`config.mk`:
```
export PLATFORM = sky130hd
export DESIGN_NAME = dfm_pin_mux
export DESIGN_NICKNAME = d
export VERILOG_FILES = /design/src/dfm_pkg.sv /design/src/dfm_mode_capture.sv /design/src/dfm_pin_mux.sv /design/src/dfm_sync.sv
export SDC_FILE = /design/constraint.sdc
export NUM_CORES = 1
export LEC_CHECK = 0
export ABC_AREA = 1
export BUFFER_PORTS_ARGS = -buffer_cell sky130_fd_sc_hd__buf_2
export CAP_MARGIN = 40
export CORE_UTILIZATION = 42
export DETAILED_ROUTE_END_ITERATION = 10
export PLACE_DENSITY = 0.7
export REMOVE_ABC_BUFFERS = 1
export SKIP_CTS_REPAIR_TIMING = 1
export SLEW_MARGIN = 15
export SYNTH_ARGS = -nofsm -noshare
export SYNTH_HDL_FRONTEND = slang
export SYNTH_SLANG_ARGS = --single-unit
```
`constraint.sdc`:
```
create_clock -name hclk -period 1.7 [get_ports hclk]
set_input_delay 0.085 -clock hclk [delete_from_list [all_inputs] [get_ports hclk]]
set_output_delay 0.085 -clock hclk [all_outputs]
set_load 0.01 [all_outputs]
```
`src/dfm_pkg.sv`:
```
// Constants, types and decode functions for the debug and flash mode pin mux.
// Assumes a single 20 MHz clock domain for all register and mux logic.
package dfm_pkg;

    // Debug port group width and bit roles
    localparam int PINS     = 7;
    localparam int PIN_DATA = 0;
    localparam int PIN_TX   = 1;
    localparam int PIN_CLK  = 2;
    localparam int PIN_TMS  = 3;
    localparam int PIN_TRST = 4;
    localparam int PIN_CLKO = 5;
    localparam int PIN_EVT  = 6;

    // Register map (byte addresses)
    localparam logic [31:0] CTRL_OFS = 32'h0000_0000;
    localparam logic [31:0] STAT_OFS = 32'h0000_0004;

    // Field positions and reset values
    localparam int   CTRL_DBG_EN_BIT = 0;
    localparam logic CTRL_DBG_EN_RST = 1'b1;
    localparam int   STAT_MODE_LSB   = 0;
    localparam int   STAT_IF_LSB     = 8;
    localparam int   STAT_PIN_LSB    = 16;

    // Cycles after reset release before the synchronised straps are valid
    localparam logic [1:0] MODE_SAMPLE_CYC = 2'h2;

    // Tool interface request codes from the on-chip debug unit
    localparam logic [2:0] TSEL_NONE  = 3'h0;
    localparam logic [2:0] TSEL_LPD1  = 3'h1;
    localparam logic [2:0] TSEL_LPD4  = 3'h2;
    localparam logic [2:0] TSEL_NEXUS = 3'h3;
    localparam logic [2:0] TSEL_UART1 = 3'h4;
    localparam logic [2:0] TSEL_UART2 = 3'h5;
    localparam logic [2:0] TSEL_CSI   = 3'h6;

    typedef enum logic [4:0] {
        MODE_PEND   = 5'h01,
        MODE_NORMAL = 5'h02,
        MODE_FLASH  = 5'h04,
        MODE_BSCAN  = 5'h08,
        MODE_RSVD   = 5'h10
    } dfm_mode_e;

    typedef enum logic [6:0] {
        IF_NONE  = 7'h01,
        IF_LPD1  = 7'h02,
        IF_LPD4  = 7'h04,
        IF_NEXUS = 7'h08,
        IF_UART1 = 7'h10,
        IF_UART2 = 7'h20,
        IF_CSI   = 7'h40
    } dfm_if_e;

    function automatic dfm_mode_e dfm_decode_mode(input logic primary,
                                                  input logic secondary,
                                                  input logic boot0,
                                                  input logic boot1);
        if (!primary)
            return MODE_NORMAL;
        else if (!secondary)
            return MODE_FLASH;
        else if (!boot0 && boot1)
            return MODE_BSCAN;
        else
            return MODE_RSVD;
    endfunction

    function automatic dfm_if_e dfm_if_pick(input dfm_mode_e mode,
                                            input logic [2:0] tsel,
                                            input logic dbg_en);
        dfm_if_e pick;
        pick = IF_NONE;
        if (mode == MODE_NORMAL && dbg_en) begin
            case (tsel)
                TSEL_LPD1:  pick = IF_LPD1;
                TSEL_LPD4:  pick = IF_LPD4;
                TSEL_NEXUS: pick = IF_NEXUS;
                default:    pick = IF_NONE;
            endcase
        end else if (mode == MODE_FLASH) begin
            case (tsel)
                TSEL_UART1: pick = IF_UART1;
                TSEL_UART2: pick = IF_UART2;
                TSEL_CSI:   pick = IF_CSI;
                default:    pick = IF_NONE;
            endcase
        end
        return pick;
    endfunction

endpackage

```
`src/dfm_mode_capture.sv`:
```
// Captures the operating mode from synchronised strap levels once after reset.
// Assumes strap inputs already passed a two-flop synchroniser on clk.
`timescale 1ns/100ps
`default_nettype none
module dfm_mode_capture
    import dfm_pkg::*;
(
    input  wire logic clk,
    input  wire logic rst_n,
    input  wire logic primary_s,
    input  wire logic secondary_s,
    input  wire logic boot0_s,
    input  wire logic boot1_s,
    output dfm_mode_e mode
);
    logic [1:0] wait_cnt;
    logic [1:0] next_wait_cnt;
    dfm_mode_e  next_mode;

    // Synchroniser holds reset zeros for two edges, so wait before sampling
    always_comb begin
        next_wait_cnt = wait_cnt;
        next_mode     = mode;
        if (mode == MODE_PEND) begin
            if (wait_cnt == MODE_SAMPLE_CYC)
                next_mode = dfm_decode_mode(primary_s, secondary_s, boot0_s, boot1_s);
            else
                next_wait_cnt = wait_cnt + 2'h1;
        end
    end

    always_ff @(posedge clk or negedge rst_n) begin
        if (!rst_n) begin
            wait_cnt <= 2'h0;
            mode     <= MODE_PEND;
        end else begin
            wait_cnt <= next_wait_cnt;
            mode     <= next_mode;
        end
    end
endmodule // dfm_mode_capture
`default_nettype wire

```
`src/dfm_pin_mux.sv`:
```
// Debug port group pin mux with strap mode decode and AHB-Lite registers.
// Assumes an on-chip debug/programming engine on hclk drives the tool side,
// a port controller drives the GPIO side, and pad cells resolve out/oe.
//
// Summary of operation
// - Mode comes from the straps: primary low is normal, primary high with secondary low is flash programming, both high with boot select 0 low and 1 high is boundary scan.
// - Normal mode runs application software and still allows the debug interfaces.
// - Flash programming mode hands the flash program and erase path to the external tool.
// - Boundary scan mode runs no application and no tool interface, only scan test.
// - One-pin debug claims only bit 0 as a bidirectional line with no software set-up, bits 1 to 6 stay GPIO.
// - Four-pin debug uses bit 0 data in, bit 1 data out, bit 2 clock in and bit 5 clock out.
// - Nexus debug claims all seven bits: data in, data out, clock, mode select, reset, ready out and event.
// - Bits not claimed by the active debug interface keep their GPIO and alternate behaviour.
// - One-wire UART programming exchanges data half-duplex on bit 0 only.
// - Two-wire UART programming receives on bit 0 and transmits on bit 1.
// - Clocked serial programming takes data in on bit 0, sends on bit 1, clocked by bit 2.
`timescale 1ns/100ps
`default_nettype none
module dfm_pin_mux
    import dfm_pkg::*;
(
    input  wire logic              hclk,
    input  wire logic              hresetn,
    // AHB-Lite slave
    input  wire logic              hsel,
    input  wire logic [31:0]       haddr,
    input  wire logic [1:0]        htrans,
    input  wire logic              hwrite,
    input  wire logic [2:0]        hsize,
    input  wire logic [31:0]       hwdata,
    input  wire logic              hready,
    output logic                   hreadyout,
    output logic [31:0]            hrdata,
    output logic                   hresp,
    // Mode straps
    input  wire logic              primary_flash_mode_pin,
    input  wire logic              secondary_flash_mode_pin,
    input  wire logic              boot_select_0,
    input  wire logic              boot_select_1,
    // Debug port group pads
    input  wire logic [PINS-1:0]   dbg_pin_in,
    output logic      [PINS-1:0]   dbg_pin_out,
    output logic      [PINS-1:0]   dbg_pin_oe,
    // Port controller side
    input  wire logic [PINS-1:0]   gpio_out,
    input  wire logic [PINS-1:0]   gpio_oe,
    output logic      [PINS-1:0]   gpio_in,
    // Debug and programming engine side
    input  wire logic [2:0]        tool_select,
    input  wire logic              eng_data_out,
    input  wire logic              eng_data_oe,
    input  wire logic              eng_clk_out,
    input  wire logic              eng_ready,
    input  wire logic              eng_event,
    output logic                   eng_data_in,
    output logic                   eng_clk,
    output logic                   eng_clk_rise,
    output logic                   eng_tms,
    output logic                   eng_trst,
    output logic                   run_app,
    output logic                   flash_prog_en,
    output logic                   bscan_en,
    output logic [6:0]             active_if
);
    logic [PINS-1:0] pin_s;
    logic [3:0]      strap_s;
    dfm_mode_e       mode;

    // Strap pins share pads with port functions, so they are synchronised too
    dfm_sync #(.WIDTH(PINS)) u_pin_sync (
        .clk      (hclk),
        .rst_n    (hresetn),
        .async_in (dbg_pin_in),
        .sync_out (pin_s)
    );

    dfm_sync #(.WIDTH(4)) u_strap_sync (
        .clk      (hclk),
        .rst_n    (hresetn),
        .async_in ({boot_select_1, boot_select_0,
                    secondary_flash_mode_pin, primary_flash_mode_pin}),
        .sync_out (strap_s)
    );

    // Straps rely on the tool keeping the secondary pin low at release
    dfm_mode_capture u_mode (
        .clk         (hclk),
        .rst_n       (hresetn),
        .primary_s   (strap_s[0]),
        .secondary_s (strap_s[1]),
        .boot0_s     (strap_s[2]),
        .boot1_s     (strap_s[3]),
        .mode        (mode)
    );

    // ---------------- AHB-Lite register slave ----------------
    logic        dbg_en;
    logic        wr_pend;
    logic [31:0] wr_addr;
    logic        next_dbg_en;
    logic        next_wr_pend;
    logic [31:0] next_wr_addr;
    logic [31:0] next_hrdata;
    logic        take;
    dfm_if_e     active;

    assign take = hsel && hready && htrans[1];

    always_comb begin
        next_dbg_en  = dbg_en;
        next_wr_pend = take && hwrite;
        next_wr_addr = take ? haddr : wr_addr;
        next_hrdata  = 32'h0000_0000;
        if (wr_pend && wr_addr == CTRL_OFS)
            next_dbg_en = hwdata[CTRL_DBG_EN_BIT];
        if (take && !hwrite) begin
            if (haddr == CTRL_OFS)
                next_hrdata[CTRL_DBG_EN_BIT] = dbg_en;
            else if (haddr == STAT_OFS) begin
                next_hrdata[STAT_MODE_LSB +: 5] = mode;
                next_hrdata[STAT_IF_LSB +: 7]   = active;
                next_hrdata[STAT_PIN_LSB +: PINS] = pin_s;
            end
        end
    end

    always_ff @(posedge hclk or negedge hresetn) begin
        if (!hresetn) begin
            dbg_en    <= CTRL_DBG_EN_RST;
            wr_pend   <= 1'b0;
            wr_addr   <= 32'h0000_0000;
            hrdata    <= 32'h0000_0000;
            hreadyout <= 1'b0;
            hresp     <= 1'b0;
        end else begin
            dbg_en    <= next_dbg_en;
            wr_pend   <= next_wr_pend;
            wr_addr   <= next_wr_addr;
            hrdata    <= next_hrdata;
            hreadyout <= 1'b1;
            hresp     <= 1'b0;
        end
    end

    // ---------------- Interface selection ----------------
    dfm_if_e next_active;
    logic    next_run_app;
    logic    next_flash_prog_en;
    logic    next_bscan_en;

    // Debug engine picks the interface; debug is enabled out of reset
    always_comb begin
        next_active        = dfm_if_pick(mode, tool_select, dbg_en);
        next_run_app       = (mode == MODE_NORMAL);
        next_flash_prog_en = (mode == MODE_FLASH);
        next_bscan_en      = (mode == MODE_BSCAN);
    end

    always_ff @(posedge hclk or negedge hresetn) begin
        if (!hresetn) begin
            active        <= IF_NONE;
            run_app       <= 1'b0;
            flash_prog_en <= 1'b0;
            bscan_en      <= 1'b0;
        end else begin
            active        <= next_active;
            run_app       <= next_run_app;
            flash_prog_en <= next_flash_prog_en;
            bscan_en      <= next_bscan_en;
        end
    end

    assign active_if = active;

    // ---------------- Pin mux ----------------
    logic [PINS-1:0] next_pin_out;
    logic [PINS-1:0] next_pin_oe;
    logic [PINS-1:0] next_gpio_in;
    logic            next_eng_data_in;
    logic            next_eng_clk;
    logic            next_eng_tms;
    logic            next_eng_trst;
    logic            clk_claimed;

    always_comb begin
        next_pin_out     = gpio_out;
        next_pin_oe      = gpio_oe;
        next_gpio_in     = pin_s;
        next_eng_data_in = 1'b0;
        next_eng_tms     = 1'b0;
        next_eng_trst    = 1'b0;
        clk_claimed      = 1'b0;
        case (active)
            IF_LPD1, IF_UART1: begin
                next_pin_out[PIN_DATA] = eng_data_out;
                next_pin_oe[PIN_DATA]  = eng_data_oe;
                next_gpio_in[PIN_DATA] = 1'b0;
            end
            IF_LPD4: begin
                next_pin_out[PIN_DATA] = 1'b0;
                next_pin_oe[PIN_DATA]  = 1'b0;
                next_pin_out[PIN_TX]   = eng_data_out;
                next_pin_oe[PIN_TX]    = 1'b1;
                next_pin_out[PIN_CLK]  = 1'b0;
                next_pin_oe[PIN_CLK]   = 1'b0;
                next_pin_out[PIN_CLKO] = eng_clk_out;
                next_pin_oe[PIN_CLKO]  = 1'b1;
                next_gpio_in[PIN_DATA] = 1'b0;
                next_gpio_in[PIN_TX]   = 1'b0;
                next_gpio_in[PIN_CLK]  = 1'b0;
                next_gpio_in[PIN_CLKO] = 1'b0;
                clk_claimed            = 1'b1;
            end
            IF_NEXUS: begin
                next_pin_out           = '0;
                next_pin_oe            = '0;
                next_gpio_in           = '0;
                next_pin_out[PIN_TX]   = eng_data_out;
                next_pin_oe[PIN_TX]    = 1'b1;
                next_pin_out[PIN_CLKO] = eng_ready;
                next_pin_oe[PIN_CLKO]  = 1'b1;
                next_pin_out[PIN_EVT]  = eng_event;
                next_pin_oe[PIN_EVT]   = 1'b1;
                next_eng_tms           = pin_s[PIN_TMS];
                next_eng_trst          = pin_s[PIN_TRST];
                clk_claimed            = 1'b1;
            end
            IF_UART2, IF_CSI: begin
                next_pin_out[PIN_DATA] = 1'b0;
                next_pin_oe[PIN_DATA]  = 1'b0;
                next_pin_out[PIN_TX]   = eng_data_out;
                next_pin_oe[PIN_TX]    = 1'b1;
                next_gpio_in[PIN_DATA] = 1'b0;
                next_gpio_in[PIN_TX]   = 1'b0;
                if (active == IF_CSI) begin
                    next_pin_out[PIN_CLK] = 1'b0;
                    next_pin_oe[PIN_CLK]  = 1'b0;
                    next_gpio_in[PIN_CLK] = 1'b0;
                    clk_claimed           = 1'b1;
                end
            end
            default: begin
            end
        endcase
        if (active != IF_NONE)
            next_eng_data_in = pin_s[PIN_DATA];
        // Tool clock is sampled, so it must stay well under half of hclk
        next_eng_clk = clk_claimed & pin_s[PIN_CLK];
    end

    always_ff @(posedge hclk or negedge hresetn) begin
        if (!hresetn) begin
            dbg_pin_out  <= '0;
            dbg_pin_oe   <= '0;
            gpio_in      <= '0;
            eng_data_in  <= 1'b0;
            eng_clk      <= 1'b0;
            eng_clk_rise <= 1'b0;
            eng_tms      <= 1'b0;
            eng_trst     <= 1'b0;
        end else begin
            dbg_pin_out  <= next_pin_out;
            dbg_pin_oe   <= next_pin_oe;
            gpio_in      <= next_gpio_in;
            eng_data_in  <= next_eng_data_in;
            eng_clk      <= next_eng_clk;
            eng_clk_rise <= next_eng_clk & ~eng_clk;
            eng_tms      <= next_eng_tms;
            eng_trst     <= next_eng_trst;
        end
    end
endmodule // dfm_pin_mux
`default_nettype wire

```
`src/dfm_sync.sv`:
```
// Two-flop synchroniser for a group of pin levels.
// Assumes the inputs are asynchronous to clk; only the second stage is read.
`timescale 1ns/100ps
`default_nettype none
module dfm_sync #(
    parameter int WIDTH = 1
) (
    input  wire logic             clk,
    input  wire logic             rst_n,
    input  wire logic [WIDTH-1:0] async_in,
    output logic      [WIDTH-1:0] sync_out
);
    logic [WIDTH-1:0] stage1;

    always_ff @(posedge clk or negedge rst_n) begin
        if (!rst_n) begin
            stage1   <= '0;
            sync_out <= '0;
        end else begin
            stage1   <= async_in;
            sync_out <= stage1;
        end
    end
endmodule // dfm_sync
`default_nettype wire

```
==> key figures <==
Setup path
  – Worst Setup Path Type: reg2reg
  – Worst Setup Start Kind: flop
  – Max incr delay on CP: 410 ps
  – WP buf/inv: 2
  – Top delay family on crit path: simple AND/OR/NAND/NOR gates
  – Signal arrival time at the worst endpoint: 1920 ps
  – Slowest-stage cell, CP: dfrtp_1
  – Kind of end point of the critical path: flop
  – Critical Path RT: 2100 ps
  – Critical path, cell by cell: nor2_1, nand2_1, nor2_2, buf_4, inv_1, nand2_1, nand2_1
  – Most Frequent Cell on Critical Path: nand2_1
  – CP Max Fanout: 11

Clock tree
  – Worst-path clk slew: 60 ps
  – Clk Latency, worst-skew pair: 510 ps
  – H-tree Lvls: 4
  – CTS Buf Count: 17
  – CTS tree: yes
  – Clk sinks: 119
  – Clock Path Buffers: 2
  – Root Driver: clkbuf_8

Routing
  – Number of DRC markers in iteration 0: 163
  – WL final: 10,100 µm
  – ANT nets after route: 0
  – # DRC: 0
  – Detailed Routing Iterations Pass 1: 4
  – Wire per inst: 12.4 µm
  – Via count: 3,696
  – Vias per cell: 4.53

Floorplanning
  – Row count: 38
  – Core area: 10,800 µm²
  – Starting Density: 0.432
  – Die Wd: 108 µm
  – Die footprint: 11,600 µm²
  – I/O pins: 177
  – Die Y-Extent: 108 µm

Run status
  – Failing checks: negative hold slack
  – Outcome: finished with violations

Yosys
  – Leading area contributor after synthesis: dfrtp_1
  – Synth top area share: 0.620
  – Asr flop ratio synth: 1.00
  – Post-synthesis sequential area ratio: 0.637
  – Synth Area in Compound Gates: 0.0289
  – Mapped Area: 4680 µm²
  – Synth top area cells: dfrtp_1, nor2_1, mux2_2
  – Top FF cell, synth: dfrtp_1
  – Number of synthesized register bits: 119
  – Cells after Synth: 451
  – Simple-gate share of the synthesized area: 0.202
  – Mux contribution to synthesized area: 0.0481
  – Post-Synth Adder-Cell Area: 0.00267
  – Yosys warns: 0
  – Number of flops mapped to enable cells by yosys: 0
  – Main combinational cell family by area after synthesis: simple AND/OR/NAND/NOR gates
  – XOR/XNOR share of the synthesized area: 0.00187
  – Synth unique cells: 30
  – Synthesized area per cell: 10.4 µm²

Timing
  – Highest clock rate: 0.655 GHz
  – Setup Skew: 6.78 ps
  – Worst slew margin: 0.599
  – Post-route worst setup slack: 174 ps
  – WHS: -18.1 ps
  – Final setup fails: 0
  – Worst-Margin Slew: 601 ps
  – Fin crit share: 0.898
  – RSZ-0062 raised after global routing: no
  – Fin. Hold Viols: 1
  – Setup Total Neg Slack: 0 ps
  – Final max-slew violation count: 0
  – Post-route minimum period: 1530 ps

Place
  – DPL Wire Length: 6340 µm
  – IO buf count: 127
  – GP Congestion: 0.770
  – Setup Slack @ Placement: 194 ps

Finish
  – Final Util: 0.616
  – Ant diodes: 0
  – Leading cell type in the layout, fill and taps excluded: buf_2
  – Share of cells above drive strength 1: 0.321
  – Area delta synth->final: 42.6%
  – Commonest non-fill, non-tap cells in the layout: buf_2, dfrtp_1, nor2_1
  – Fill count: 878
  – Register area: 2980 µm²
  – Net count, final: 770
  – Multi-input gate area: 1390 µm²

GRT
  – Vias in the first global route: 3,370
  – Top Usage Layer GRT: met2
  – Largest net degree at the start of global routing: 120
  – GR Layer Usage met1: 0.204
  – Met2 Track Usage GR: 0.295
  – Grt total ovfl: 0
  – GRT met3 Usage: 0.0533
  – First-pass GRT wire length: 15,200 µm
  – Antenna violations before repair: 0
  – Gr usage total: 0.175

Pwr
  – Pleak: 3.39 nW
  – Peak supply drop: 609 µV
  – Pwr Total: 7.01 mW
  – Cell area power density: 1050 nW/µm²

Flow run
  – Max-cap violations: 0

Min path
  – Hold crit path type: in2reg
-- report_power, final --
part	switching (mW)	total, mW	leakage (nW)	internal [mW]
clock	1.23	3.30	0.263	2.07
sequential	0.0886	3.11	1.49	3.03
combinational	0.277	0.596	1.63	0.318
-- cells in the mapped netlist (4+ instances only) --
| cell type | count |
|---|---|
| o21ai_0 | 17 |
| nand3_1 | 36 |
| dfrtp_1 | 116 |
| inv_1 | 51 |
| nor2_2 | 14 |
| nand2_2 | 4 |
| nand2_1 | 55 |
| nor3_1 | 8 |
| nor2_1 | 80 |
| buf_4 | 15 |
| a21oi_1 | 4 |
| mux2_2 | 20 |
-- cell families after synthesis --
| kind of cell | Yosys count |
|---|---|
| simple gates | 209 |
| flops | 119 |
| buf+inv | 75 |
| compound gates | 24 |
| mux | 20 |
| other cells | 2 |
| fa+ha+maj | 1 |
| xor+xnor | 1 |
-- metrics by stage --
stage / area, µm² / instances
6_report: 6670 / 815
5_1_grt: 6670 / 815
4_1_cts: 5990 / 747
3_5_place_dp: 5440 / 715
3_3_place_gp: 5440 / 715
2_1_floorplan: 4570 / 442
-- registers in the layout, summed over array words and instances (netlist names), 4 cells and up --
name,count
dbg_pin_oe,7
u_mode.mode,5
active_if,7
u_pin_sync.sync_out,7
dbg_pin_out,7
wr_addr,32
u_strap_sync.stage1,4
gpio_in,7
u_strap_sync.sync_out,4
u_pin_sync.stage1,7
hrdata,19
-- metal layers --
metal,vias to the layer above,wire (µm)
met4,0,176
met1,1735,4260
met2,136,5110
met5,-,0
met3,17,601
li1,1808,-
-- path summary, 6_finish.rpt --
| path | start | to | slack (ps) | cells past startpoint |
|---|---|---|---|---|
| max in group asynchronous | hresetn | u_strap_sync.sync_out[3]$_DFF_PN0_ | 1060 | 3 |
| min in group asynchronous | hresetn | dbg_pin_out[4]$_DFF_PN0_ | 200 | 3 |
| min | hready | hrdata[0]$_DFF_PN0_ | -20 | 5 |
| min reg2reg | u_strap_sync.stage1[3]$_DFF_PN0_ | u_strap_sync.sync_out[3]$_DFF_PN0_ | 350 | 0 |
| max reg2reg | active_if[5]$_DFF_PN0_ | dbg_pin_out[6]$_DFF_PN0_ | 170 | 7 |
| max | active_if[5]$_DFF_PN0_ | dbg_pin_out[6]$_DFF_PN0_ | 170 | 7 |
-- tightest hold or removal path, cell delays in order --
cell and delay (ps):
buf_2 100, nand3_2 70, nor2_1 90, inv_1 60, a21oi_1 30
-- layout make-up --
class                           instances  share of cell area
Sequential cell                       119               0.447
Multi-Input combinational cell        270               0.208
Inverter                               53              0.0298
Clock buffer                           19              0.0632
Tap cell                              140              0.0262
Clock inverter                         13              0.0199
Timing Repair Buffer                  201               0.206
(Power assumes the default switching activity.)
